==> src/tsl_pkg.sv <==
// Constants and types for the torque reference and speed limit block
package tsl_pkg;

    localparam logic [7:0] TSL_ADDR_CTRL = 8'h00;
    localparam logic [7:0] TSL_ADDR_TQ_GAIN = 8'h04;
    localparam logic [7:0] TSL_ADDR_SPD_LIM = 8'h08;
    localparam logic [7:0] TSL_ADDR_SPD_GAIN = 8'h0C;
    localparam logic [7:0] TSL_ADDR_OFFSET = 8'h10;
    localparam logic [7:0] TSL_ADDR_STATUS = 8'h14;
    localparam logic [7:0] TSL_ADDR_TQ_MON = 8'h18;

    localparam int TSL_CTRL_START_BIT = 0;
    localparam int TSL_CTRL_SEL_BIT = 1;
    localparam int TSL_CTRL_TQ_MODE_BIT = 2;

    localparam logic [6:0] TSL_TQ_GAIN_RST = 7'h1E;
    localparam logic [6:0] TSL_TQ_GAIN_MIN = 7'h0A;
    localparam logic [6:0] TSL_TQ_GAIN_MAX = 7'h64;
    localparam logic [12:0] TSL_SPD_LIM_RST = 13'h05DC;
    localparam logic [12:0] TSL_SPD_LIM_MAX = 13'h1770;
    localparam logic [11:0] TSL_SPD_GAIN_RST = 12'h096;
    localparam logic [11:0] TSL_SPD_GAIN_MAX = 12'hBB8;

    // Per-mille of rated torque per (mV / gain)
    localparam logic [3:0] TSL_TQ_SCALE = 4'hA;
    localparam int TSL_MV_PER_V = 1000;
    localparam int TSL_OFS_LOG2 = 4;
    localparam logic [3:0] TSL_OFS_LAST = 4'hF;

    typedef struct packed {
        logic spd_limiting;
        logic ofs_refused;
        logic ofs_done;
        logic ofs_busy;
    } tsl_status_t;

    typedef enum logic {
        TSL_OFS_IDLE,
        TSL_OFS_MEAS
    } tsl_ofs_state_t;

endpackage

==> src/tsl_divider.sv <==
// Sequential restoring divider for the torque scaling path
`timescale 1ns/1ps
module tsl_divider #(
    parameter int W = 20
) (
    input wire logic i_clk,
    input wire logic i_sys_rst,
    input wire logic i_start,
    input wire logic [W-1:0] i_num,
    input wire logic [W-1:0] i_den,
    output logic o_busy,
    output logic o_done,
    output logic [W-1:0] o_quot
);
    logic [W-1:0] num_q;
    logic [W-1:0] den_q;
    logic [W:0] rem_q;
    logic [$clog2(W+1)-1:0] cnt_q;
    logic busy_q;
    logic done_q;
    logic [W:0] trial;

    assign trial = {rem_q[W-1:0], num_q[W-1]} - {1'b0, den_q};

    always_ff @(posedge i_clk or posedge i_sys_rst) begin
        if (i_sys_rst) begin
            num_q <= '0;
            den_q <= '0;
            rem_q <= '0;
            cnt_q <= '0;
            busy_q <= 1'b0;
            done_q <= 1'b0;
        end else begin
            done_q <= 1'b0;
            if (i_start && !busy_q) begin
                num_q <= i_num;
                den_q <= i_den;
                rem_q <= '0;
                cnt_q <= '0;
                busy_q <= 1'b1;
            end else if (busy_q) begin
                if (trial[W]) begin
                    rem_q <= {rem_q[W-1:0], num_q[W-1]};
                    num_q <= {num_q[W-2:0], 1'b0};
                end else begin
                    rem_q <= trial;
                    num_q <= {num_q[W-2:0], 1'b1};
                end
                cnt_q <= cnt_q + 1'b1;
                if (cnt_q == ($clog2(W+1))'(W - 1)) begin
                    busy_q <= 1'b0;
                    done_q <= 1'b1;
                end
            end
        end
    end

    assign o_busy = busy_q;
    assign o_done = done_q;
    assign o_quot = num_q;
endmodule

==> src/tsl_torque_ref.sv <==
// Torque reference scaling, offset correction and torque-mode speed limiter with APB registers
`timescale 1ns/1ps
module tsl_torque_ref
    import tsl_pkg::*;
#(
    parameter logic [12:0] MOTOR_MAX_RPM = 13'h0BB8,
    parameter logic signed [15:0] OFFSET_MAX_MV = 16'sh0400
) (
    input wire logic i_clk,
    input wire logic i_sys_rst,
    input wire logic psel,
    input wire logic penable,
    input wire logic pwrite,
    input wire logic [7:0] paddr,
    input wire logic [31:0] pwdata,
    output logic [31:0] prdata,
    output logic pready,
    output logic pslverr,
    input wire logic signed [15:0] i_torque_ref_mv,
    input wire logic signed [15:0] i_speed_ref_mv,
    input wire logic i_servo_on,
    input wire logic signed [15:0] i_motor_speed_rpm,
    output logic signed [15:0] o_torque_cmd,
    output logic signed [15:0] o_torque_monitor,
    output logic o_speed_limiting
);
    localparam int DW = 20;

    logic signed [15:0] tq_sync1_q;
    logic signed [15:0] tq_sync2_q;
    logic signed [15:0] vs_sync1_q;
    logic signed [15:0] vs_sync2_q;
    logic servo_sync1_q;
    logic servo_sync2_q;

    logic [6:0] tq_gain_q;
    logic [12:0] spd_lim_q;
    logic [11:0] spd_gain_q;
    logic signed [15:0] offset_q;
    logic limit_sel_q;
    logic tq_mode_q;
    logic ofs_done_q;
    logic ofs_refused_q;
    tsl_ofs_state_t ofs_state_q;
    logic [3:0] ofs_cnt_q;
    logic signed [19:0] ofs_sum_q;
    logic [31:0] prdata_q;

    logic wr_en;
    logic rd_setup;
    logic start_req;
    logic start_ok;
    logic clr_done;
    logic clr_refused;
    tsl_status_t status;

    logic signed [16:0] corrected;
    logic [DW-1:0] div_num;
    logic div_busy;
    logic div_done;
    logic [DW-1:0] div_quot;
    logic neg_q;
    logic signed [15:0] cmd_raw_q;
    logic signed [15:0] cmd_q;
    logic signed [15:0] mon_q;
    logic limiting_q;

    logic [12:0] int_lim;
    logic [27:0] ext_prod;
    logic [12:0] ext_lim;
    logic [12:0] act_lim;
    logic over_fwd;
    logic over_rev;

    function automatic logic addr_valid(input logic [7:0] a);
        return a == TSL_ADDR_CTRL || a == TSL_ADDR_TQ_GAIN || a == TSL_ADDR_SPD_LIM ||
               a == TSL_ADDR_SPD_GAIN || a == TSL_ADDR_OFFSET || a == TSL_ADDR_STATUS ||
               a == TSL_ADDR_TQ_MON;
    endfunction

    function automatic logic [15:0] mag16(input logic signed [15:0] v);
        return v[15] ? 16'(-v) : 16'(v);
    endfunction

    function automatic logic [12:0] min13(input logic [12:0] a, input logic [12:0] b);
        return (a < b) ? a : b;
    endfunction

    // Two-flop synchronisers for the torque reference, speed reference and servo enable inputs (motor speed is used unsynchronised)
    always_ff @(posedge i_clk or posedge i_sys_rst) begin
        if (i_sys_rst) begin
            tq_sync1_q <= '0;
            tq_sync2_q <= '0;
            vs_sync1_q <= '0;
            vs_sync2_q <= '0;
            servo_sync1_q <= 1'b0;
            servo_sync2_q <= 1'b0;
        end else begin
            tq_sync1_q <= i_torque_ref_mv;
            tq_sync2_q <= tq_sync1_q;
            vs_sync1_q <= i_speed_ref_mv;
            vs_sync2_q <= vs_sync1_q;
            servo_sync1_q <= i_servo_on;
            servo_sync2_q <= servo_sync1_q;
        end
    end

    // Bus decode, zero wait states
    assign wr_en = psel && penable && pwrite && addr_valid(paddr);
    assign rd_setup = psel && !penable;
    assign pready = 1'b1;
    assign pslverr = psel && penable && !addr_valid(paddr);
    assign prdata = prdata_q;
    assign start_req = wr_en && paddr == TSL_ADDR_CTRL && pwdata[TSL_CTRL_START_BIT];
    assign start_ok = start_req && !servo_sync2_q && ofs_state_q == TSL_OFS_IDLE;
    assign clr_done = wr_en && paddr == TSL_ADDR_STATUS && pwdata[1];
    assign clr_refused = wr_en && paddr == TSL_ADDR_STATUS && pwdata[2];

    // Control bits
    always_ff @(posedge i_clk or posedge i_sys_rst) begin
        if (i_sys_rst) begin
            limit_sel_q <= 1'b0;
            tq_mode_q <= 1'b0;
        end else if (wr_en && paddr == TSL_ADDR_CTRL) begin
            limit_sel_q <= pwdata[TSL_CTRL_SEL_BIT];
            tq_mode_q <= pwdata[TSL_CTRL_TQ_MODE_BIT];
        end
    end

    // Torque gain, clamped to its range
    always_ff @(posedge i_clk or posedge i_sys_rst) begin
        if (i_sys_rst) begin
            tq_gain_q <= TSL_TQ_GAIN_RST;
        end else if (wr_en && paddr == TSL_ADDR_TQ_GAIN) begin
            if (pwdata < 32'(TSL_TQ_GAIN_MIN)) begin
                tq_gain_q <= TSL_TQ_GAIN_MIN;
            end else if (pwdata > 32'(TSL_TQ_GAIN_MAX)) begin
                tq_gain_q <= TSL_TQ_GAIN_MAX;
            end else begin
                tq_gain_q <= pwdata[6:0];
            end
        end
    end

    // Speed limit and speed gain, both take effect at once
    always_ff @(posedge i_clk or posedge i_sys_rst) begin
        if (i_sys_rst) begin
            spd_lim_q <= TSL_SPD_LIM_RST;
            spd_gain_q <= TSL_SPD_GAIN_RST;
        end else if (wr_en) begin
            if (paddr == TSL_ADDR_SPD_LIM) begin
                spd_lim_q <= (pwdata > 32'(TSL_SPD_LIM_MAX)) ? TSL_SPD_LIM_MAX : pwdata[12:0];
            end
            if (paddr == TSL_ADDR_SPD_GAIN) begin
                spd_gain_q <= (pwdata > 32'(TSL_SPD_GAIN_MAX)) ? TSL_SPD_GAIN_MAX : pwdata[11:0];
            end
        end
    end

    // Offset measurement state
    always_ff @(posedge i_clk or posedge i_sys_rst) begin
        if (i_sys_rst) begin
            ofs_state_q <= TSL_OFS_IDLE;
            ofs_cnt_q <= '0;
            ofs_sum_q <= '0;
        end else begin
            unique case (ofs_state_q)
                TSL_OFS_IDLE: begin
                    if (start_ok) begin
                        ofs_state_q <= TSL_OFS_MEAS;
                        ofs_cnt_q <= '0;
                        ofs_sum_q <= '0;
                    end
                end
                TSL_OFS_MEAS: begin
                    ofs_sum_q <= ofs_sum_q + 20'(tq_sync2_q);
                    ofs_cnt_q <= ofs_cnt_q + 4'h1;
                    if (ofs_cnt_q == TSL_OFS_LAST) begin
                        ofs_state_q <= TSL_OFS_IDLE;
                    end
                end
            endcase
        end
    end

    // Stored offset: measured result, or direct entry clamped to OFFSET_MAX_MV
    always_ff @(posedge i_clk or posedge i_sys_rst) begin
        if (i_sys_rst) begin
            offset_q <= '0;
        end else if (ofs_state_q == TSL_OFS_MEAS && ofs_cnt_q == TSL_OFS_LAST) begin
            offset_q <= 16'((ofs_sum_q + 20'(tq_sync2_q)) >>> TSL_OFS_LOG2);
        end else if (wr_en && paddr == TSL_ADDR_OFFSET && ofs_state_q == TSL_OFS_IDLE) begin
            if ($signed(pwdata[15:0]) > OFFSET_MAX_MV) begin
                offset_q <= OFFSET_MAX_MV;
            end else if ($signed(pwdata[15:0]) < -OFFSET_MAX_MV) begin
                offset_q <= -OFFSET_MAX_MV;
            end else begin
                offset_q <= pwdata[15:0];
            end
        end
    end

    // Sticky status, a set beats a clear in the same cycle
    always_ff @(posedge i_clk or posedge i_sys_rst) begin
        if (i_sys_rst) begin
            ofs_done_q <= 1'b0;
            ofs_refused_q <= 1'b0;
        end else begin
            if (ofs_state_q == TSL_OFS_MEAS && ofs_cnt_q == TSL_OFS_LAST) begin
                ofs_done_q <= 1'b1;
            end else if (clr_done) begin
                ofs_done_q <= 1'b0;
            end
            if (start_req && servo_sync2_q) begin
                ofs_refused_q <= 1'b1;
            end else if (clr_refused) begin
                ofs_refused_q <= 1'b0;
            end
        end
    end

    assign status = '{spd_limiting: limiting_q, ofs_refused: ofs_refused_q, ofs_done: ofs_done_q,
                      ofs_busy: ofs_state_q == TSL_OFS_MEAS};

    // Read data captured in the setup phase
    always_ff @(posedge i_clk or posedge i_sys_rst) begin
        if (i_sys_rst) begin
            prdata_q <= '0;
        end else if (rd_setup) begin
            unique case (paddr)
                TSL_ADDR_CTRL: prdata_q <= {29'h0, tq_mode_q, limit_sel_q, 1'b0};
                TSL_ADDR_TQ_GAIN: prdata_q <= {25'h0, tq_gain_q};
                TSL_ADDR_SPD_LIM: prdata_q <= {19'h0, spd_lim_q};
                TSL_ADDR_SPD_GAIN: prdata_q <= {20'h0, spd_gain_q};
                TSL_ADDR_OFFSET: prdata_q <= {{16{offset_q[15]}}, offset_q};
                TSL_ADDR_STATUS: prdata_q <= {28'h0, status};
                TSL_ADDR_TQ_MON: prdata_q <= {{16{mon_q[15]}}, mon_q};
                default: prdata_q <= '0;
            endcase
        end
    end

    // Offset-corrected reference magnitude scaled for the gain division
    assign corrected = 17'(tq_sync2_q) - 17'(offset_q);
    assign div_num = 20'(corrected[16] ? 17'(-corrected) : corrected) * 20'(TSL_TQ_SCALE);

    tsl_divider #(
        .W(DW)
    ) u_div (
        .i_clk(i_clk),
        .i_sys_rst(i_sys_rst),
        .i_start(!div_busy && !div_done),
        .i_num(div_num),
        .i_den(20'(tq_gain_q)),
        .o_busy(div_busy),
        .o_done(div_done),
        .o_quot(div_quot)
    );

    // Direction captured with each division
    always_ff @(posedge i_clk or posedge i_sys_rst) begin
        if (i_sys_rst) begin
            neg_q <= 1'b0;
        end else if (!div_busy && !div_done) begin
            neg_q <= corrected[16];
        end
    end

    // Signed torque command in per-mille of rated torque
    always_ff @(posedge i_clk or posedge i_sys_rst) begin
        if (i_sys_rst) begin
            cmd_raw_q <= '0;
        end else if (div_done) begin
            if (div_quot > 20'h07FFF) begin
                cmd_raw_q <= neg_q ? -16'sh7FFF : 16'sh7FFF;
            end else begin
                cmd_raw_q <= neg_q ? -$signed(div_quot[15:0]) : $signed(div_quot[15:0]);
            end
        end
    end

    // Active speed limit
    assign int_lim = min13(spd_lim_q, MOTOR_MAX_RPM);
    assign ext_prod = 28'(mag16(vs_sync2_q)) * 28'(spd_gain_q);
    assign ext_lim = (ext_prod / 28'(TSL_MV_PER_V) > 28'(TSL_SPD_LIM_MAX)) ? TSL_SPD_LIM_MAX
                     : 13'(ext_prod / 28'(TSL_MV_PER_V));
    assign act_lim = limit_sel_q ? min13(ext_lim, int_lim) : int_lim;
    assign over_fwd = i_motor_speed_rpm > $signed({3'b000, act_lim}) && cmd_raw_q > 16'sh0000;
    assign over_rev = i_motor_speed_rpm < -$signed({3'b000, act_lim}) && cmd_raw_q < 16'sh0000;

    // Speed limiter and monitor outputs
    always_ff @(posedge i_clk or posedge i_sys_rst) begin
        if (i_sys_rst) begin
            cmd_q <= '0;
            limiting_q <= 1'b0;
            mon_q <= '0;
        end else begin
            if (tq_mode_q && (over_fwd || over_rev)) begin
                cmd_q <= '0;
                limiting_q <= 1'b1;
            end else begin
                cmd_q <= cmd_raw_q;
                limiting_q <= 1'b0;
            end
            mon_q <= cmd_q;
        end
    end

    assign o_torque_cmd = cmd_q;
    assign o_torque_monitor = mon_q;
    assign o_speed_limiting = limiting_q;
endmodule

==> config.mk <==
export PLATFORM = sky130hd
export DESIGN_NAME = tsl_torque_ref
export DESIGN_NICKNAME = d
export VERILOG_FILES = /design/src/tsl_pkg.sv /design/src/tsl_divider.sv /design/src/tsl_torque_ref.sv
export SDC_FILE = /design/constraint.sdc
export NUM_CORES = 1
export LEC_CHECK = 0
export BUFFER_PORTS_ARGS = -buffer_cell sky130_fd_sc_hd__buf_2
export CAP_MARGIN = 30
export CELL_PAD_IN_SITES_DETAIL_PLACEMENT = 1
export CELL_PAD_IN_SITES_GLOBAL_PLACEMENT = 2
export CORE_MARGIN = 2
export CORE_UTILIZATION = 42
export CTS_CLUSTER_DIAMETER = 60
export DETAILED_ROUTE_END_ITERATION = 16
export PLACE_DENSITY = 0.95
export SLEW_MARGIN = 20
export SYNTH_ARGS = -nofsm -noshare
export SYNTH_HDL_FRONTEND = slang
export SYNTH_SLANG_ARGS = --single-unit
export TNS_END_PERCENT = 5
==> constraint.sdc <==
create_clock -name i_clk -period 37.9 [get_ports i_clk]
set_input_delay 7.58 -clock i_clk [delete_from_list [all_inputs] [get_ports i_clk]]
set_output_delay 7.58 -clock i_clk [all_outputs]
set_load 0.03 [all_outputs]
==> results.md <==
* Status: finished clean
* Die height at between 200 and 300 um
* Flop-to-flop setup slack at 9.76 ns
* Routed len/inst at about 21 um
* Yosys top cell area share at 23.1%
* Via count at 23700
* Antenna-violating nets left at 0
* CTS Buf Count at 25
* RSZ-0062 raised after global routing: false
* Post-synth EDFFs at 0
* Fin crit share at 74.2%
* Relative slew slack at roughly 34%
* Vias per Instance at 5.88
* I/O pin cnt at 161
* Gp weighted congestion at 0.885
* First-pass GRT wire length at 136 mm
* Maximum clock path buffer count at 3
* Pin count of the biggest net entering global routing at 110
* Max cap viols at 0
* Cell area after synthesis at between 20000 and 30000 um2
* Max Freq at 35.5 MHz
* GR Util All Layers at 25.2%
* Drc violations at 0
* DIE WIDTH at around 260 um
* Critical path class: reg -> reg
* Startpoint Class: register
* Crit Path Max Fanout at 32
* Pwr/cell area at 28.3 nW/um2
* Max incr delay on CP at 0.85 ns
* Asr flop ratio synth at 100%
* Register area share after synthesis at 24.6%
* Initial Util at between 40% and 50%
* YS warnings at 0
* CP Capture Point: o_torque_cmd[4]
* Highest-delay cell along the critical path: a2111oi_0
* Worst vdd ir at 37.4 uV
* PortBufs at around 160
* Root Buffer: clkbuf_16
* Setup tns final at 0 ns
* Row cnt at between 90 and 100
* Most frequent cells in the layout: nand2_1 (344), dfrtp_1 (246), inv_1 (242)
* Synth area leader: dfrtp_1
* Clock sink count at approximately 260
* Drt pass-1 iters at 5
* Worst-Skew Late Latency at 0.54 ns
* Crit end category: register
* Share of cells above drive strength 1 at 12.5%
* Endpoints failing setup at 0
* Die area at roughly 66000 um2
* Core ar. at approximately 63000 um2
* Critical path data arrival time at between 20 and 30 ns
* Clock skew at 0.0195 ns
* Vias in the first global route at 25600
* Fillers at 7554
* Worst-Margin Slew at 0.978 ns
* Hold violation count in the final report at 0
* Number of setup buffers added after CTS at 0
* Worst R2R Path Depth at 101
* Synth cell types at 133
* Leakage power at 0.0131 uW
* Final nets at 3580
* Final Slew Violations at 0
* Final min period at 28.14 ns
* Hold Path Class: reg -> reg
* Gr ovfl total at 0
* Post-Syn Instances at 3093
* Synth Flop Type: dfrtp_1
* CTS tree: built
* Post-DP HPWL at 66.6 mm
* Final WL at 84.4 mm
* WP data required at approximately 38 ns
* Starting DRT DRC Count at approximately 1300
* Number of hold buffers added after CTS at 0
* Most common cell after layout, fill and taps aside: nand2_1
* Seq cells post-synth at 263
* Htree depth at 1
* Initial antenna violation count at 9
* Critical path launch point: vs_sync2_q[2]
* Final Power at 823 uW
* Layout overhead on the synthesized area at 8.37%
* R2r endpoint: o_torque_cmd[4]
* Average size of a mapped cell at 8.67 um2
* Clock transition at path regs at 0.07 ns
* Top area cells in the synthesized netlist: dfrtp_1 (23%), fa_1 (11%), ha_1 (8.7%), nand2_1 (4.8%), xnor2_1 (3.7%)
* Beginning of the worst register-to-register path: vs_sync2_q[2]
* Post-CTS sizing at 0
-- layer usage --
layer	vias to the layer above	share of wire (%)	track usage, %
li1	11000	-	-
met1	12000	41	30.2
met2	474	51	46.4
met3	162	4.1	2.93
met4	10	3.4	8.56
met5	-	0.072	0
-- state kept, by name (all words and copies together) (netlist names), 13 cells and up --
signal,count
offset_q,16
tq_sync2_q,16
ofs_sum_q,20
cmd_raw_q,16
vs_sync1_q,16
o_torque_cmd,16
u_div.o_quot,20
vs_sync2_q,16
u_div.rem_q,20
tq_sync1_q,16
prdata,16
spd_lim_q,13
o_torque_monitor,16
-- power by group --
part	switching (uW)	internal [uW]	total, uW
sequential	31.7	309	341
clock	111	138	249
combinational	136	96.8	233
-- worst max-delay path: cells and delay by family, from the launching register on --
| kind | cells | cell delay (ns) |
|---|---|---|
| fa+ha+maj | 9 | 3.74 |
| flops | 1 | 0.44 |
| simple gates | 31 | 6.78 |
| mux | 2 | 0.96 |
| buf+inv | 7 | 0.55 |
| xor+xnor | 2 | 0.67 |
| compound gates | 50 | 14.82 |
-- per-stage QoR --
step	hold WS (ns)	utilization (%)	worst slack (ns)	cells	cell area, um2
final	0.348	46.1	9.76	4025	29100
after floorplan	0.331	-	14.82	3094	26800
after global routing	0.354	46.1	7.48	4021	29100
after CTS	0.350	45.9	9.64	4012	29000
after detailed placement	0.336	44.6	9.79	3966	28200
after global placement	0.332	44.6	10.73	3963	28100
-- cell usage after synthesis, types with 17 or more instances --
cell type	n
a22o_1	40
o21ai_1	18
fa_1	144
clkbuf_1	101
o21a_1	24
nor3_1	64
nor4_1	28
xnor2_1	114
buf_2	17
nand2b_1	28
xor2_1	56
a22oi_1	21
mux2i_1	29
mux2_2	36
nor2_1	222
nand2_1	344
o211ai_1	26
ha_1	186
buf_4	28
and2_1	105
dfrtp_1	248
a21oi_1	176
o31ai_1	18
o21bai_1	29
inv_1	243
and3_1	24
o22a_1	19
nand3_1	59
nor2b_1	32
a21o_1	35
nand4_1	30
o21ai_0	153
a31oi_1	36
or3_1	26
-- cell families (layout without fill, tap and decap cells) --
logic type,Yosys count,count (layout),synth area share [%]
compound gates,799,799,21.4
xor+xnor,179,179,6.12
mux,70,70,2.87
other cells,1,6,0.0140
simple gates,1040,1040,19.1
fa+ha+maj,339,339,19.8
buf+inv,402,483,6.18
flops,263,263,24.6
-- how the worst min path moves through the flow --
stage	startpoint	endpoint	cells after the start
after floorplan	servo_sync1_q	servo_sync2_q	0
after global placement	tq_sync1_q[2]	tq_sync2_q[2]	0
after detailed placement	tq_sync1_q[6]	tq_sync2_q[6]	0
after CTS	tq_sync1_q[6]	tq_sync2_q[6]	0
after global routing	tq_sync1_q[9]	tq_sync2_q[9]	0
final	tq_sync1_q[6]	tq_sync2_q[6]	0
-- area by class of cell --
class                           instances  area, um2  share of cell area, %
Sequential cell                       263       6600                   22.7
Inverter                              245        927                   3.19
Tap cell                              846       1060                   3.64
Clock inverter                          7       47.5                  0.164
Clock buffer                           39        758                   2.61
Antenna cell                            4       10.0                 0.0344
Multi-Input combinational cell       2429      18600                   64.0
Timing Repair Buffer                  192       1070                   3.69
Power figures use the tool's default switching activity.
